===== config.mk =====
export PLATFORM = sky130hd
export DESIGN_NAME = btf_framer
export DESIGN_NICKNAME = d
export VERILOG_FILES = /design/src/btf_pkg.sv /design/src/btf_framer.sv
export SDC_FILE = /design/constraint.sdc
export NUM_CORES = 1
export LEC_CHECK = 0
export ABC_AREA = 1
export BUFFER_PORTS_ARGS = -buffer_cell sky130_fd_sc_hd__buf_2
export CAP_MARGIN = 20
export CORE_MARGIN = 5
export CORE_UTILIZATION = 45
export CTS_BUF_LIST = sky130_fd_sc_hd__clkbuf_8
export DETAILED_ROUTE_END_ITERATION = 6
export GPL_TIMING_DRIVEN = 1
export MAX_ROUTING_LAYER = met4
export SETUP_SLACK_MARGIN = 0.3
export SYNTH_ARGS = -nofsm -noshare
export SYNTH_HDL_FRONTEND = slang
export SYNTH_SLANG_ARGS = --single-unit

===== constraint.sdc =====
create_clock -name clk_sys -period 3.6 [get_ports clk_sys]
set_input_delay 0.36 -clock clk_sys [delete_from_list [all_inputs] [get_ports clk_sys]]
set_output_delay 0.36 -clock clk_sys [all_outputs]
set_load 0.02 [all_outputs]

===== src/btf_pkg.sv =====
// Constants and types of the byte framer
package btf_pkg;
    // Clock and line timing
    localparam int CLK_NS     = 10;
    localparam int BIT_NS     = 1000;
    localparam int HOLD_NS    = 500;
    localparam int WATCH_BITS = 11;
    // Cycle counts; times round up
    localparam int BIT_CYC    = (BIT_NS + CLK_NS - 1) / CLK_NS;
    localparam int HOLD_CYC   = (HOLD_NS + CLK_NS - 1) / CLK_NS;
    localparam int WATCH_CYC  = WATCH_BITS * BIT_CYC;
    localparam int BDW        = $clog2(BIT_CYC);
    localparam int TCW        = 12;

    // Register offsets on the plain register port
    localparam logic [2:0] A_DATA = 3'h0;
    localparam logic [2:0] A_TCN  = 3'h1;
    localparam logic [2:0] A_STAT = 3'h2;
    localparam logic [2:0] A_MODE = 3'h3;
    localparam logic [2:0] A_FILL = 3'h4;
    localparam logic [2:0] A_AUX  = 3'h5;

    // Reset values
    localparam logic [7:0] MODE_RST = 8'h00;
    localparam logic [3:0] TCN_RST  = 4'h0;
    localparam logic [7:0] FILL_RST = 8'hff;
    localparam logic [7:0] AUX_RST  = 8'h00;
    localparam logic [7:0] FILL_NONE = 8'hff;

    // Mode register bits
    localparam int M_8BIT = 0;
    localparam int M_PROM = 1;
    localparam int M_RIN  = 2;
    localparam int M_TIN  = 3;
    localparam int M_TRANSCEIVER_RESET_BIT = 4;

    // Control nibble: parity select bit
    localparam int C_OWP = 3;

    // Status register bits
    localparam int ST_EOM = 3;
    localparam int ST_DAV = 4;
    localparam int ST_RA  = 5;
    localparam int ST_LTA = 6;
    localparam int ST_SLE = 7;
    localparam int ST_OVR = 8;
    localparam int ST_TXF = 9;
    localparam int ST_TXB = 10;

    // Frame lengths in bit times
    localparam logic [7:0] TW_LEN = 8'h10;
    localparam logic [7:0] B8_LEN = 8'h0a;

    typedef enum logic [1:0] {TX_IDLE, TX_FRAME, TX_FILL, TX_HOLD} btf_tx_t;
    typedef enum logic [1:0] {RX_IDLE, RX_MSG, RX_WATCH} btf_rx_t;
endpackage


===== src/btf_framer.sv =====
// Twinax and 8-bit byte framer with transmit and receive word FIFOs
//
// Functional notes
// - Separate receive and transmit invert mode bits.
// - Twinax address field comes from nibble low bits.
// - Twinax parity over bits 4-15, sent as bit 3.
// - Data write pushes nibble plus byte, starts sender.
// - Control nibble persists across frames until rewritten.
// - Three fill bits end every twinax frame.
// - Extra fill count is inverse of fill register.
// - Last frame sends only its three fill bits.
// - Promiscuous twinax stores every frame with address.
// - Filtered twinax compares first address with aux bits.
// - Mismatched clean first frame returns receiver to hunt.
// - Message end judged by line activity only.
// - Fill sync loss: inactive line ends message, turnaround.
// - Line still active after window flags sync loss.
// - End-of-message marker when received address all ones.
// - Twinax driver enable held per aux upper five bits.
// - Filtered 8-bit compares first byte with aux.
// - Mismatched clean 8-bit first frame returns to hunt.
// - Promiscuous 8-bit stores every frame, no comparison.
// - 8-bit mode keeps only parity select from nibble.
// - 8-bit parity over bits 1-9 sent as bit 0.
// - 8-bit frames stored unchanged, address bits zero.
// - Reading data register advances receive FIFO.
// - Turnaround cleared by data write, write-one, reset bit.
//
// The register offsets and strobed register access were left to the implementer.
`timescale 1ns/1ps
module btf_framer #(
    parameter int TXD = 4,
    parameter int RXD = 4
) (
    // Clock and reset
    input  wire logic        clk_sys,
    input  wire logic        resetn,
    // Register port
    input  wire logic [2:0]  reg_addr,
    input  wire logic        reg_wr,
    input  wire logic [15:0] reg_wdata,
    input  wire logic        reg_rd,
    output logic      [15:0] reg_rdata,
    // Line pins
    input  wire logic        ser_in,
    input  wire logic        line_activity_indicator,
    output logic             ser_out,
    output logic             line_driver_active,
    // Biphase decoder side
    output logic             dec_ser_in,
    output logic             dec_hunt,
    input  wire logic        rx_valid,
    input  wire logic [15:0] rx_frame,
    input  wire logic        rx_err,
    input  wire logic        rx_fill_lost
);
    localparam int TPW = $clog2(TXD);
    localparam int RPW = $clog2(RXD);
    localparam int TCW = btf_pkg::TCW;
    localparam int BDW = btf_pkg::BDW;
    localparam logic [BDW-1:0] BDM = BDW'(btf_pkg::BIT_CYC - 1);
    localparam logic [TCW-1:0] HCW = TCW'(btf_pkg::HOLD_CYC);
    localparam logic [TCW-1:0] BCW = TCW'(btf_pkg::BIT_CYC);
    localparam logic [TCW-1:0] WCW = TCW'(btf_pkg::WATCH_CYC);

    typedef struct packed {
        logic [7:0]            mode;
        logic [3:0]            tcn;
        logic [7:0]            fill;
        logic [7:0]            aux;
        logic                  line_turnaround_event;
        logic                  sle;
        logic                  ovr;
        logic [TXD-1:0][11:0]  txm;
        logic [TPW:0]          twp;
        logic [TPW:0]          trp;
        logic [RXD-1:0][11:0]  rxm;
        logic [RPW:0]          rwp;
        logic [RPW:0]          rrp;
        btf_pkg::btf_tx_t      txs;
        logic [15:0]           sh;
        logic [7:0]            nb;
        logic [BDW-1:0]        bdiv;
        logic [TCW-1:0]        tcnt;
        btf_pkg::btf_rx_t      rxs;
        logic [TCW-1:0]        rcnt;
        logic                  ra;
        logic                  la1;
        logic                  la2;
        logic                  si1;
        logic                  si2;
        logic                  sout;
        logic                  drv;
        logic                  dsi;
        logic                  hunt;
        logic [15:0]           rdat;
    } btf_st_t;

    btf_st_t s;
    btf_st_t next_s;

    logic        m8;
    logic        tick;
    logic        txe;
    logic        txf;
    logic        rxe;
    logic        rxf;
    logic [11:0] thead;
    logic [11:0] rhead;
    logic [11:0] tpush;
    logic [11:0] tw_hi;
    logic [15:0] tw_frm;
    logic [15:0] b8_frm;
    logic [2:0]  r_addr;
    logic [7:0]  r_twd;
    logic [7:0]  r_b8d;
    logic        r_match;
    logic [11:0] r_entry;
    logic [15:0] stat;

    // Mode decode and FIFO flags
    assign m8    = s.mode[btf_pkg::M_8BIT];
    assign tick  = (s.bdiv == BDM);
    assign txe   = (s.twp == s.trp);
    assign txf   = (s.twp[TPW-1:0] == s.trp[TPW-1:0]) && !txe;
    assign rxe   = (s.rwp == s.rrp);
    assign rxf   = (s.rwp[RPW-1:0] == s.rrp[RPW-1:0]) && !rxe;
    assign thead = s.txm[s.trp[TPW-1:0]];
    assign rhead = s.rxm[s.rrp[RPW-1:0]];

    // Pushed word; 8-bit keeps only parity select
    assign tpush = m8 ? {s.tcn[btf_pkg::C_OWP], 3'h0, reg_wdata[7:0]}
                      : {s.tcn, reg_wdata[7:0]};

    // Twinax frame: start, data, address, parity, fill
    assign tw_hi  = {1'b1, thead[7:0], thead[10:8]};
    assign tw_frm = {tw_hi, (^tw_hi) ^ thead[11], 3'h0};

    // 8-bit frame: start, data, parity
    assign b8_frm = {1'b1, thead[7:0],
                     (^{1'b1, thead[7:0]}) ^ thead[11], 6'h00};

    // Received fields and address match
    assign r_addr  = rx_frame[6:4];
    assign r_twd   = rx_frame[14:7];
    assign r_b8d   = rx_frame[9:2];
    assign r_match = m8 ? (r_b8d == s.aux)
                        : (r_addr == s.aux[2:0]);
    // Address bits read zero in 8-bit mode
    assign r_entry = m8 ? {4'h0, r_b8d}
                        : {&r_addr, r_addr, r_twd};

    // Status; marker valid only with data available
    always_comb begin
        stat = 16'h0000;
        stat[2:0] = rxe ? 3'h0 : rhead[10:8];
        stat[btf_pkg::ST_EOM] = !rxe && rhead[11];
        stat[btf_pkg::ST_DAV] = !rxe;
        stat[btf_pkg::ST_RA]  = s.ra;
        stat[btf_pkg::ST_LTA] = s.line_turnaround_event;
        stat[btf_pkg::ST_SLE] = s.sle;
        stat[btf_pkg::ST_OVR] = s.ovr;
        stat[btf_pkg::ST_TXF] = txf;
        stat[btf_pkg::ST_TXB] = (s.txs != btf_pkg::TX_IDLE);
    end

    // Next-state logic for the whole block
    always_comb begin
        next_s = s;
        // Pin synchronisers; first stage feeds only the second
        next_s.la1 = line_activity_indicator;
        next_s.la2 = s.la1;
        next_s.si1 = ser_in;
        next_s.si2 = s.si1;
        next_s.dsi = s.si2 ^ s.mode[btf_pkg::M_RIN];
        next_s.hunt = 1'b0;
        next_s.rdat = 16'h0000;
        next_s.bdiv = tick ? '0 : s.bdiv + 1'b1;

        // Register writes; clears come before hardware sets
        if (reg_wr) begin
            unique case (reg_addr)
                btf_pkg::A_DATA: begin
                    if (!txf) begin
                        next_s.txm[s.twp[TPW-1:0]] = tpush;
                        next_s.twp = s.twp + 1'b1;
                    end
                    next_s.line_turnaround_event = 1'b0;
                end
                btf_pkg::A_TCN:  next_s.tcn = reg_wdata[3:0];
                btf_pkg::A_STAT: begin
                    // Write one to clear the sticky flags
                    if (reg_wdata[btf_pkg::ST_LTA]) begin
                        next_s.line_turnaround_event = 1'b0;
                    end
                    if (reg_wdata[btf_pkg::ST_SLE]) begin
                        next_s.sle = 1'b0;
                    end
                    if (reg_wdata[btf_pkg::ST_OVR]) begin
                        next_s.ovr = 1'b0;
                    end
                end
                btf_pkg::A_MODE: next_s.mode = reg_wdata[7:0];
                btf_pkg::A_FILL: next_s.fill = reg_wdata[7:0];
                btf_pkg::A_AUX:  next_s.aux  = reg_wdata[7:0];
                default: ;
            endcase
        end

        // Register reads; the data register pops the receive FIFO
        if (reg_rd) begin
            unique case (reg_addr)
                btf_pkg::A_DATA: begin
                    next_s.rdat = {8'h00, rxe ? 8'h00 : rhead[7:0]};
                    if (!rxe) begin
                        next_s.rrp = s.rrp + 1'b1;
                    end
                end
                btf_pkg::A_TCN:  next_s.rdat = {12'h000, s.tcn};
                btf_pkg::A_STAT: next_s.rdat = stat;
                btf_pkg::A_MODE: next_s.rdat = {8'h00, s.mode};
                btf_pkg::A_FILL: next_s.rdat = {8'h00, s.fill};
                btf_pkg::A_AUX:  next_s.rdat = {8'h00, s.aux};
                default:         next_s.rdat = 16'h0000;
            endcase
        end

        // Transmitter; one bit goes out per bit-time tick
        unique case (s.txs)
            btf_pkg::TX_IDLE: begin
                next_s.sout = s.mode[btf_pkg::M_TIN];
                next_s.bdiv = '0;
                if (!txe) begin
                    next_s.drv = 1'b1;
                    next_s.txs = btf_pkg::TX_FRAME;
                    next_s.sh  = m8 ? b8_frm : tw_frm;
                    next_s.nb  = m8 ? btf_pkg::B8_LEN : btf_pkg::TW_LEN;
                    next_s.trp = s.trp + 1'b1;
                end
            end
            btf_pkg::TX_FRAME, btf_pkg::TX_FILL: begin
                if (tick) begin
                    // Fill bits are zeros before inversion
                    next_s.sout = ((s.txs == btf_pkg::TX_FRAME) && s.sh[15])
                                  ^ s.mode[btf_pkg::M_TIN];
                    next_s.sh = {s.sh[14:0], 1'b0};
                    next_s.nb = s.nb - 1'b1;
                    // Decide what follows while the last bit is on the line
                    if (s.nb == 8'h01) begin
                        if (!txe && !m8 && (s.txs == btf_pkg::TX_FRAME)
                            && (s.fill != btf_pkg::FILL_NONE)) begin
                            next_s.txs = btf_pkg::TX_FILL;
                            next_s.nb  = ~s.fill;
                        end else if (!txe) begin
                            next_s.txs = btf_pkg::TX_FRAME;
                            next_s.sh  = m8 ? b8_frm : tw_frm;
                            next_s.nb  = m8 ? btf_pkg::B8_LEN
                                            : btf_pkg::TW_LEN;
                            next_s.trp = s.trp + 1'b1;
                        end else begin
                            // Last bit still needs its full bit time
                            next_s.txs  = btf_pkg::TX_HOLD;
                            next_s.tcnt = m8 ? BCW
                                : TCW'(s.aux[7:3]) * HCW + BCW;
                        end
                    end
                end
            end
            btf_pkg::TX_HOLD: begin
                // Driver stays on through the programmed hold time
                if (s.tcnt != '0) begin
                    next_s.tcnt = s.tcnt - 1'b1;
                end else begin
                    next_s.txs  = btf_pkg::TX_IDLE;
                    next_s.drv  = 1'b0;
                    next_s.sout = s.mode[btf_pkg::M_TIN];
                end
            end
            default: begin
                next_s.txs = btf_pkg::TX_IDLE;
                next_s.drv = 1'b0;
            end
        endcase

        // Receiver; frames arrive already decoded
        unique case (s.rxs)
            btf_pkg::RX_IDLE: begin
                if (rx_valid && !rx_err) begin
                    if (s.mode[btf_pkg::M_PROM] || r_match) begin
                        next_s.rxs = btf_pkg::RX_MSG;
                        next_s.ra  = 1'b1;
                        if (!rxf) begin
                            next_s.rxm[s.rwp[RPW-1:0]] = r_entry;
                            next_s.rwp = s.rwp + 1'b1;
                        end else begin
                            next_s.ovr = 1'b1;
                        end
                    end else begin
                        next_s.hunt = 1'b1;
                    end
                end
            end
            btf_pkg::RX_MSG, btf_pkg::RX_WATCH: begin
                // Later frames pass without any field check
                if (rx_valid && !rx_err) begin
                    next_s.rxs = btf_pkg::RX_MSG;
                    if (!rxf) begin
                        next_s.rxm[s.rwp[RPW-1:0]] = r_entry;
                        next_s.rwp = s.rwp + 1'b1;
                    end else begin
                        next_s.ovr = 1'b1;
                    end
                end else if (s.rxs == btf_pkg::RX_MSG) begin
                    if (rx_fill_lost) begin
                        next_s.rxs  = btf_pkg::RX_WATCH;
                        next_s.rcnt = WCW;
                    end
                end else if (!s.la2) begin
                    // Quiet line: genuine end of message
                    next_s.rxs = btf_pkg::RX_IDLE;
                    next_s.ra  = 1'b0;
                    next_s.line_turnaround_event = 1'b1;
                end else if (s.rcnt == '0) begin
                    // Line still busy: real loss of sync mid-message
                    next_s.rxs = btf_pkg::RX_IDLE;
                    next_s.ra  = 1'b0;
                    next_s.sle = 1'b1;
                end else begin
                    next_s.rcnt = s.rcnt - 1'b1;
                end
            end
            default: begin
                next_s.rxs = btf_pkg::RX_IDLE;
                next_s.ra  = 1'b0;
            end
        endcase

        // Transceiver reset bit holds both paths idle and empty
        if (s.mode[btf_pkg::M_TRANSCEIVER_RESET_BIT]) begin
            next_s.txs  = btf_pkg::TX_IDLE;
            next_s.rxs  = btf_pkg::RX_IDLE;
            next_s.trp  = next_s.twp;
            next_s.rrp  = next_s.rwp;
            next_s.line_turnaround_event  = 1'b0;
            next_s.ra   = 1'b0;
            next_s.drv  = 1'b0;
            next_s.sout = s.mode[btf_pkg::M_TIN];
        end
    end

    // State register; reset values are constants only
    always_ff @(posedge clk_sys or negedge resetn) begin
        if (!resetn) begin
            s      <= '0;
            s.mode <= btf_pkg::MODE_RST;
            s.tcn  <= btf_pkg::TCN_RST;
            s.fill <= btf_pkg::FILL_RST;
            s.aux  <= btf_pkg::AUX_RST;
            s.txs  <= btf_pkg::TX_IDLE;
            s.rxs  <= btf_pkg::RX_IDLE;
        end else begin
            s <= next_s;
        end
    end

    // Outputs straight from flip-flops
    assign reg_rdata          = s.rdat;
    assign ser_out            = s.sout;
    assign line_driver_active = s.drv;
    assign dec_ser_in         = s.dsi;
    assign dec_hunt           = s.hunt;
endmodule // btf_framer


==> summary.md <==
| Metric | Value |
|---|---|
| Status | completed |
| Pre-antenna DRT Iters | 6 |
| All-Layer GR Usage | 23.7% |
| Initial antenna violation count | 0 |
| CTS tree | done |
| EDFF count, synth | 0 |
| Area of the multi-input gates | 7010 um^2 |
| Mapped Cells | 1939 |
| Slew HR | 38.4% |
| Slew Limit Fails | 0 |
| Die ar. | 34100 um^2 |
| Peak Freq | 340 MHz |
| Register area share after synthesis | 39.3% |
| Detail Route Antenna Nets | 0 |
| Worst slew pin tran | 0.913 ns |
| CP max FO | 6 |
| Syn-to-layout area delta | 9.44% |
| PD cells | 898 nW/um^2 |
| Synth unique cells | 47 |
| I/O pin total | 64 |
| Leakage | 7.46 nW |
| Power Total | 13.5 mW |
| Clk network pwr share | 18.5% |
| # fillers | 3061 |
| Seq pwr share | 29.3% |
| Largest stage delay, worst path | 0.43 ns |
| Yosys reg bits | 215 |
| Max Clock Skew | 0.0200 ns |
| Hold Crit Class | primary input to flop |
| Final worst-path cycle share | 81.6% |
| Clock sinks | 215 |
| Sw power | 6.46 mW |
| Ant diodes | 0 |
| Cts bufs inserted | 41 |
| Clock latency at the later pin of the worst-skew pair | 0.58 ns |
| Total gr overflow | 0 |
| I/O Buffers | 48 |
| Hpwl dp | 26900 um |
| Fin. Hold Viols | 0 |
| Vias in the first global route | 11900 |
| Switch share | 47.9% |
| Synthesized area | 13700 um^2 |
| Clk slew on worst S/H paths | 0.06 ns |
| Placed cell area | 14100 um^2 |
| Minimum clock period after layout | 2.94 ns |
| Final Cell Area | 15000 um^2 |
| Critical-path top delay cell | dfrtp_1 |
| Synth warn | 0 |
| Internal power | 7.02 mW |
| Critical path class | flop to flop |
| Final non-filler cell total | 2371 |
| CP Data Required Time | 4.10 ns |
| Max Cap Viol | 0 |
| CTS root buffer | clkbuf_8 |
| Share of layout cells above drive strength 1 | 7.90% |
| Placer congestion estimate | 0.892 |
| FP Rows | 64 |
| DR vias/cell | 5.41 |
| Async SR Flop Fraction | 100% |
| RSZ-0062 raised after global routing | false |
| Top FF cell, synth | dfrtp_1 |
| DRT iter0 DRCs | 1200 |
| Worst vdd ir | 0.552 mV |
| Routed WL | 39700 um |
| Combinational Power Share | 52.1% |
| Total negative slack | 0 ns |
| Critical path's most frequent cell | ha_1 |
| Critical Path, Cell by Cell | inv_1 -> ha_1 -> inv_1 -> ha_1 -> ha_1 -> ha_1 -> nand2_1 -> nor2_1 -> nor2_1 -> xnor2_1 -> nand2_1 -> nor3_1 -> a21oi_1 -> o21ai_0 |
| Seq. cell area | 5390 um^2 |
| Post-CTS setup buffers | 0 |
| Final setup fails | 0 |
| Reg2reg setup slack | 0.66 ns |
| Die X | 185 um |
| Global-route wire length before repair | 64200 um |
| CTS Buffer Depth | 3 |
| Crit end category | flop |
| Remaining DRCs | 0 |
| H-tree levels | 2 |
| Nets | 2028 |
| Die Y | 185 um |
| Routed wire per std cell | 16.7 um |
| Layout Utilization | 49.5% |
| Core area | 30300 um^2 |
| Syn avg cell area | 7.08 um^2 |
| Starting density of the core | 45.2% |
| CP startpoint kind | flop |
| Via count | 12800 |
| Dpl cells | 2295 |
| Largest net degree at the start of global routing | 86 |
| Crit path DAT | 3.44 ns |
worst max-delay path, delay by kind of cell (launching register included):
family                     cells  cell delay, ns
DFF                            1            0.43
buffers and inverters          2            0.16
adders and majority gates      4            1.22
xor gates and xnor gates       1            0.29
and+or+nand+nor                5            0.54
AOI/OAI and AO/OA              2            0.23
stage by stage:
step,setup WS (ns),hold WS (ns)
after global routing,0.358,0.110
final,0.661,0.115
after floorplan,0.988,0.0644
after global placement,0.719,0.336
after CTS,0.682,0.0706
after detailed placement,0.700,0.340
area by class of cell:
type	instances	area share [%]
multi-input combinational	1404	46.7
sequential	215	35.9
inverter	208	5.20
clock buffer	50	4.58
timing repair buffer	75	3.32
tap	396	3.30
clock inverter	23	1.04
power by group through the flow:
stage	Sequential, mW	Clock (mW)	Combinational (mW)
final	3.96	2.50	7.03
after global routing	4.08	2.69	8.03
after global placement	3.95	0	6.82
after CTS	3.94	2.57	7.00
after floorplan	3.81	0	5.44
after detailed placement	3.97	0	6.97
Yosys cell counts, types with 12 or more instances:
cell type / n / area share (%)
nand2_1: 509 / 14
nand4_1: 32 / 1.5
o21ai_0: 279 / 10
nor2_1: 169 / 4.6
a21oi_1: 40 / 1.5
buf_4: 18 / 0.98
buf_2: 18 / 0.66
dfrtp_1: 207 / 38
inv_1: 198 / 5.4
o22ai_1: 13 / 0.59
o31ai_1: 46 / 2.5
clkbuf_1: 64 / 1.8
o21ai_1: 12 / 0.44
nand3_1: 141 / 5.1
xor2_1: 24 / 1.5
ha_1: 38 / 3.5
xnor2_1: 18 / 1.1
layer usage:
metal,GRT usage [%],part of all wire [%],vias to the layer above
li1,-,-,6395
met3,3.69,6.5,85
met2,36.6,45,402
met5,-,0,-
met4,7.75,2.9,0
met1,32.2,45,5939
what timing repair did:
| action | in CTS | in global routing |
|---|---|---|
| gates resized for setup | 0 | 0 |
| endpoints found under the hold margin | 77 | 0 |
| hold buffers | 3 | 0 |
| endpoints found under the setup margin | 0 | 0 |
cell usage in the layout, fill, tap and decap left out, types with 2 or more instances in the layout:
master         instances
o32ai_1                6
nor2_1               169
a21oi_1               40
o211ai_1               8
o31ai_1               46
dlygate4sd3_1          3
o221ai_1               4
clkinvlp_4             2
dfstp_2                8
o22ai_1               13
a221oi_1               5
buf_2                 47
inv_2                  9
nand4_1               32
a22oi_1                3
buf_4                 21
xor2_1                24
o311ai_0               4
o21ai_0              279
dfrtp_1              207
a211oi_1               6
bufinv_16              2
conb_1                 5
nand3b_1               9
o21ai_1               12
a31oi_1                7
nand2_2                2
nand2_1              509
buf_12                 3
xnor2_1               18
nand3_1              140
clkbuf_8              50
ha_1                  37
inv_1                214
nor3_1                11
clkinv_2               2
final timing paths:
| check | start | end | cells after the start |
|---|---|---|---|
| max in group asynchronous | resetn | s[204] | 3 |
| min | reg_rd | reg_rdata[3] | 3 |
| min in group asynchronous | resetn | s[74] | 2 |
| min reg2reg | next_s[22] | s[22] | 0 |
| max reg2reg | s[201] | s[50] | 14 |
| max | s[201] | s[50] | 14 |
cells by family (layout without fill, tap and decap cells):
kind of cell	after synthesis	after routing	synth area share (%)
fa+ha+maj	39	39	3.61
other cells	1	5	0.0273
compound gates	440	440	18.1
buf+inv	324	356	9.85
simple gates	878	878	26.5
flops	215	215	39.3
xor+xnor	42	42	2.68
Power figures use the tool's default switching activity.
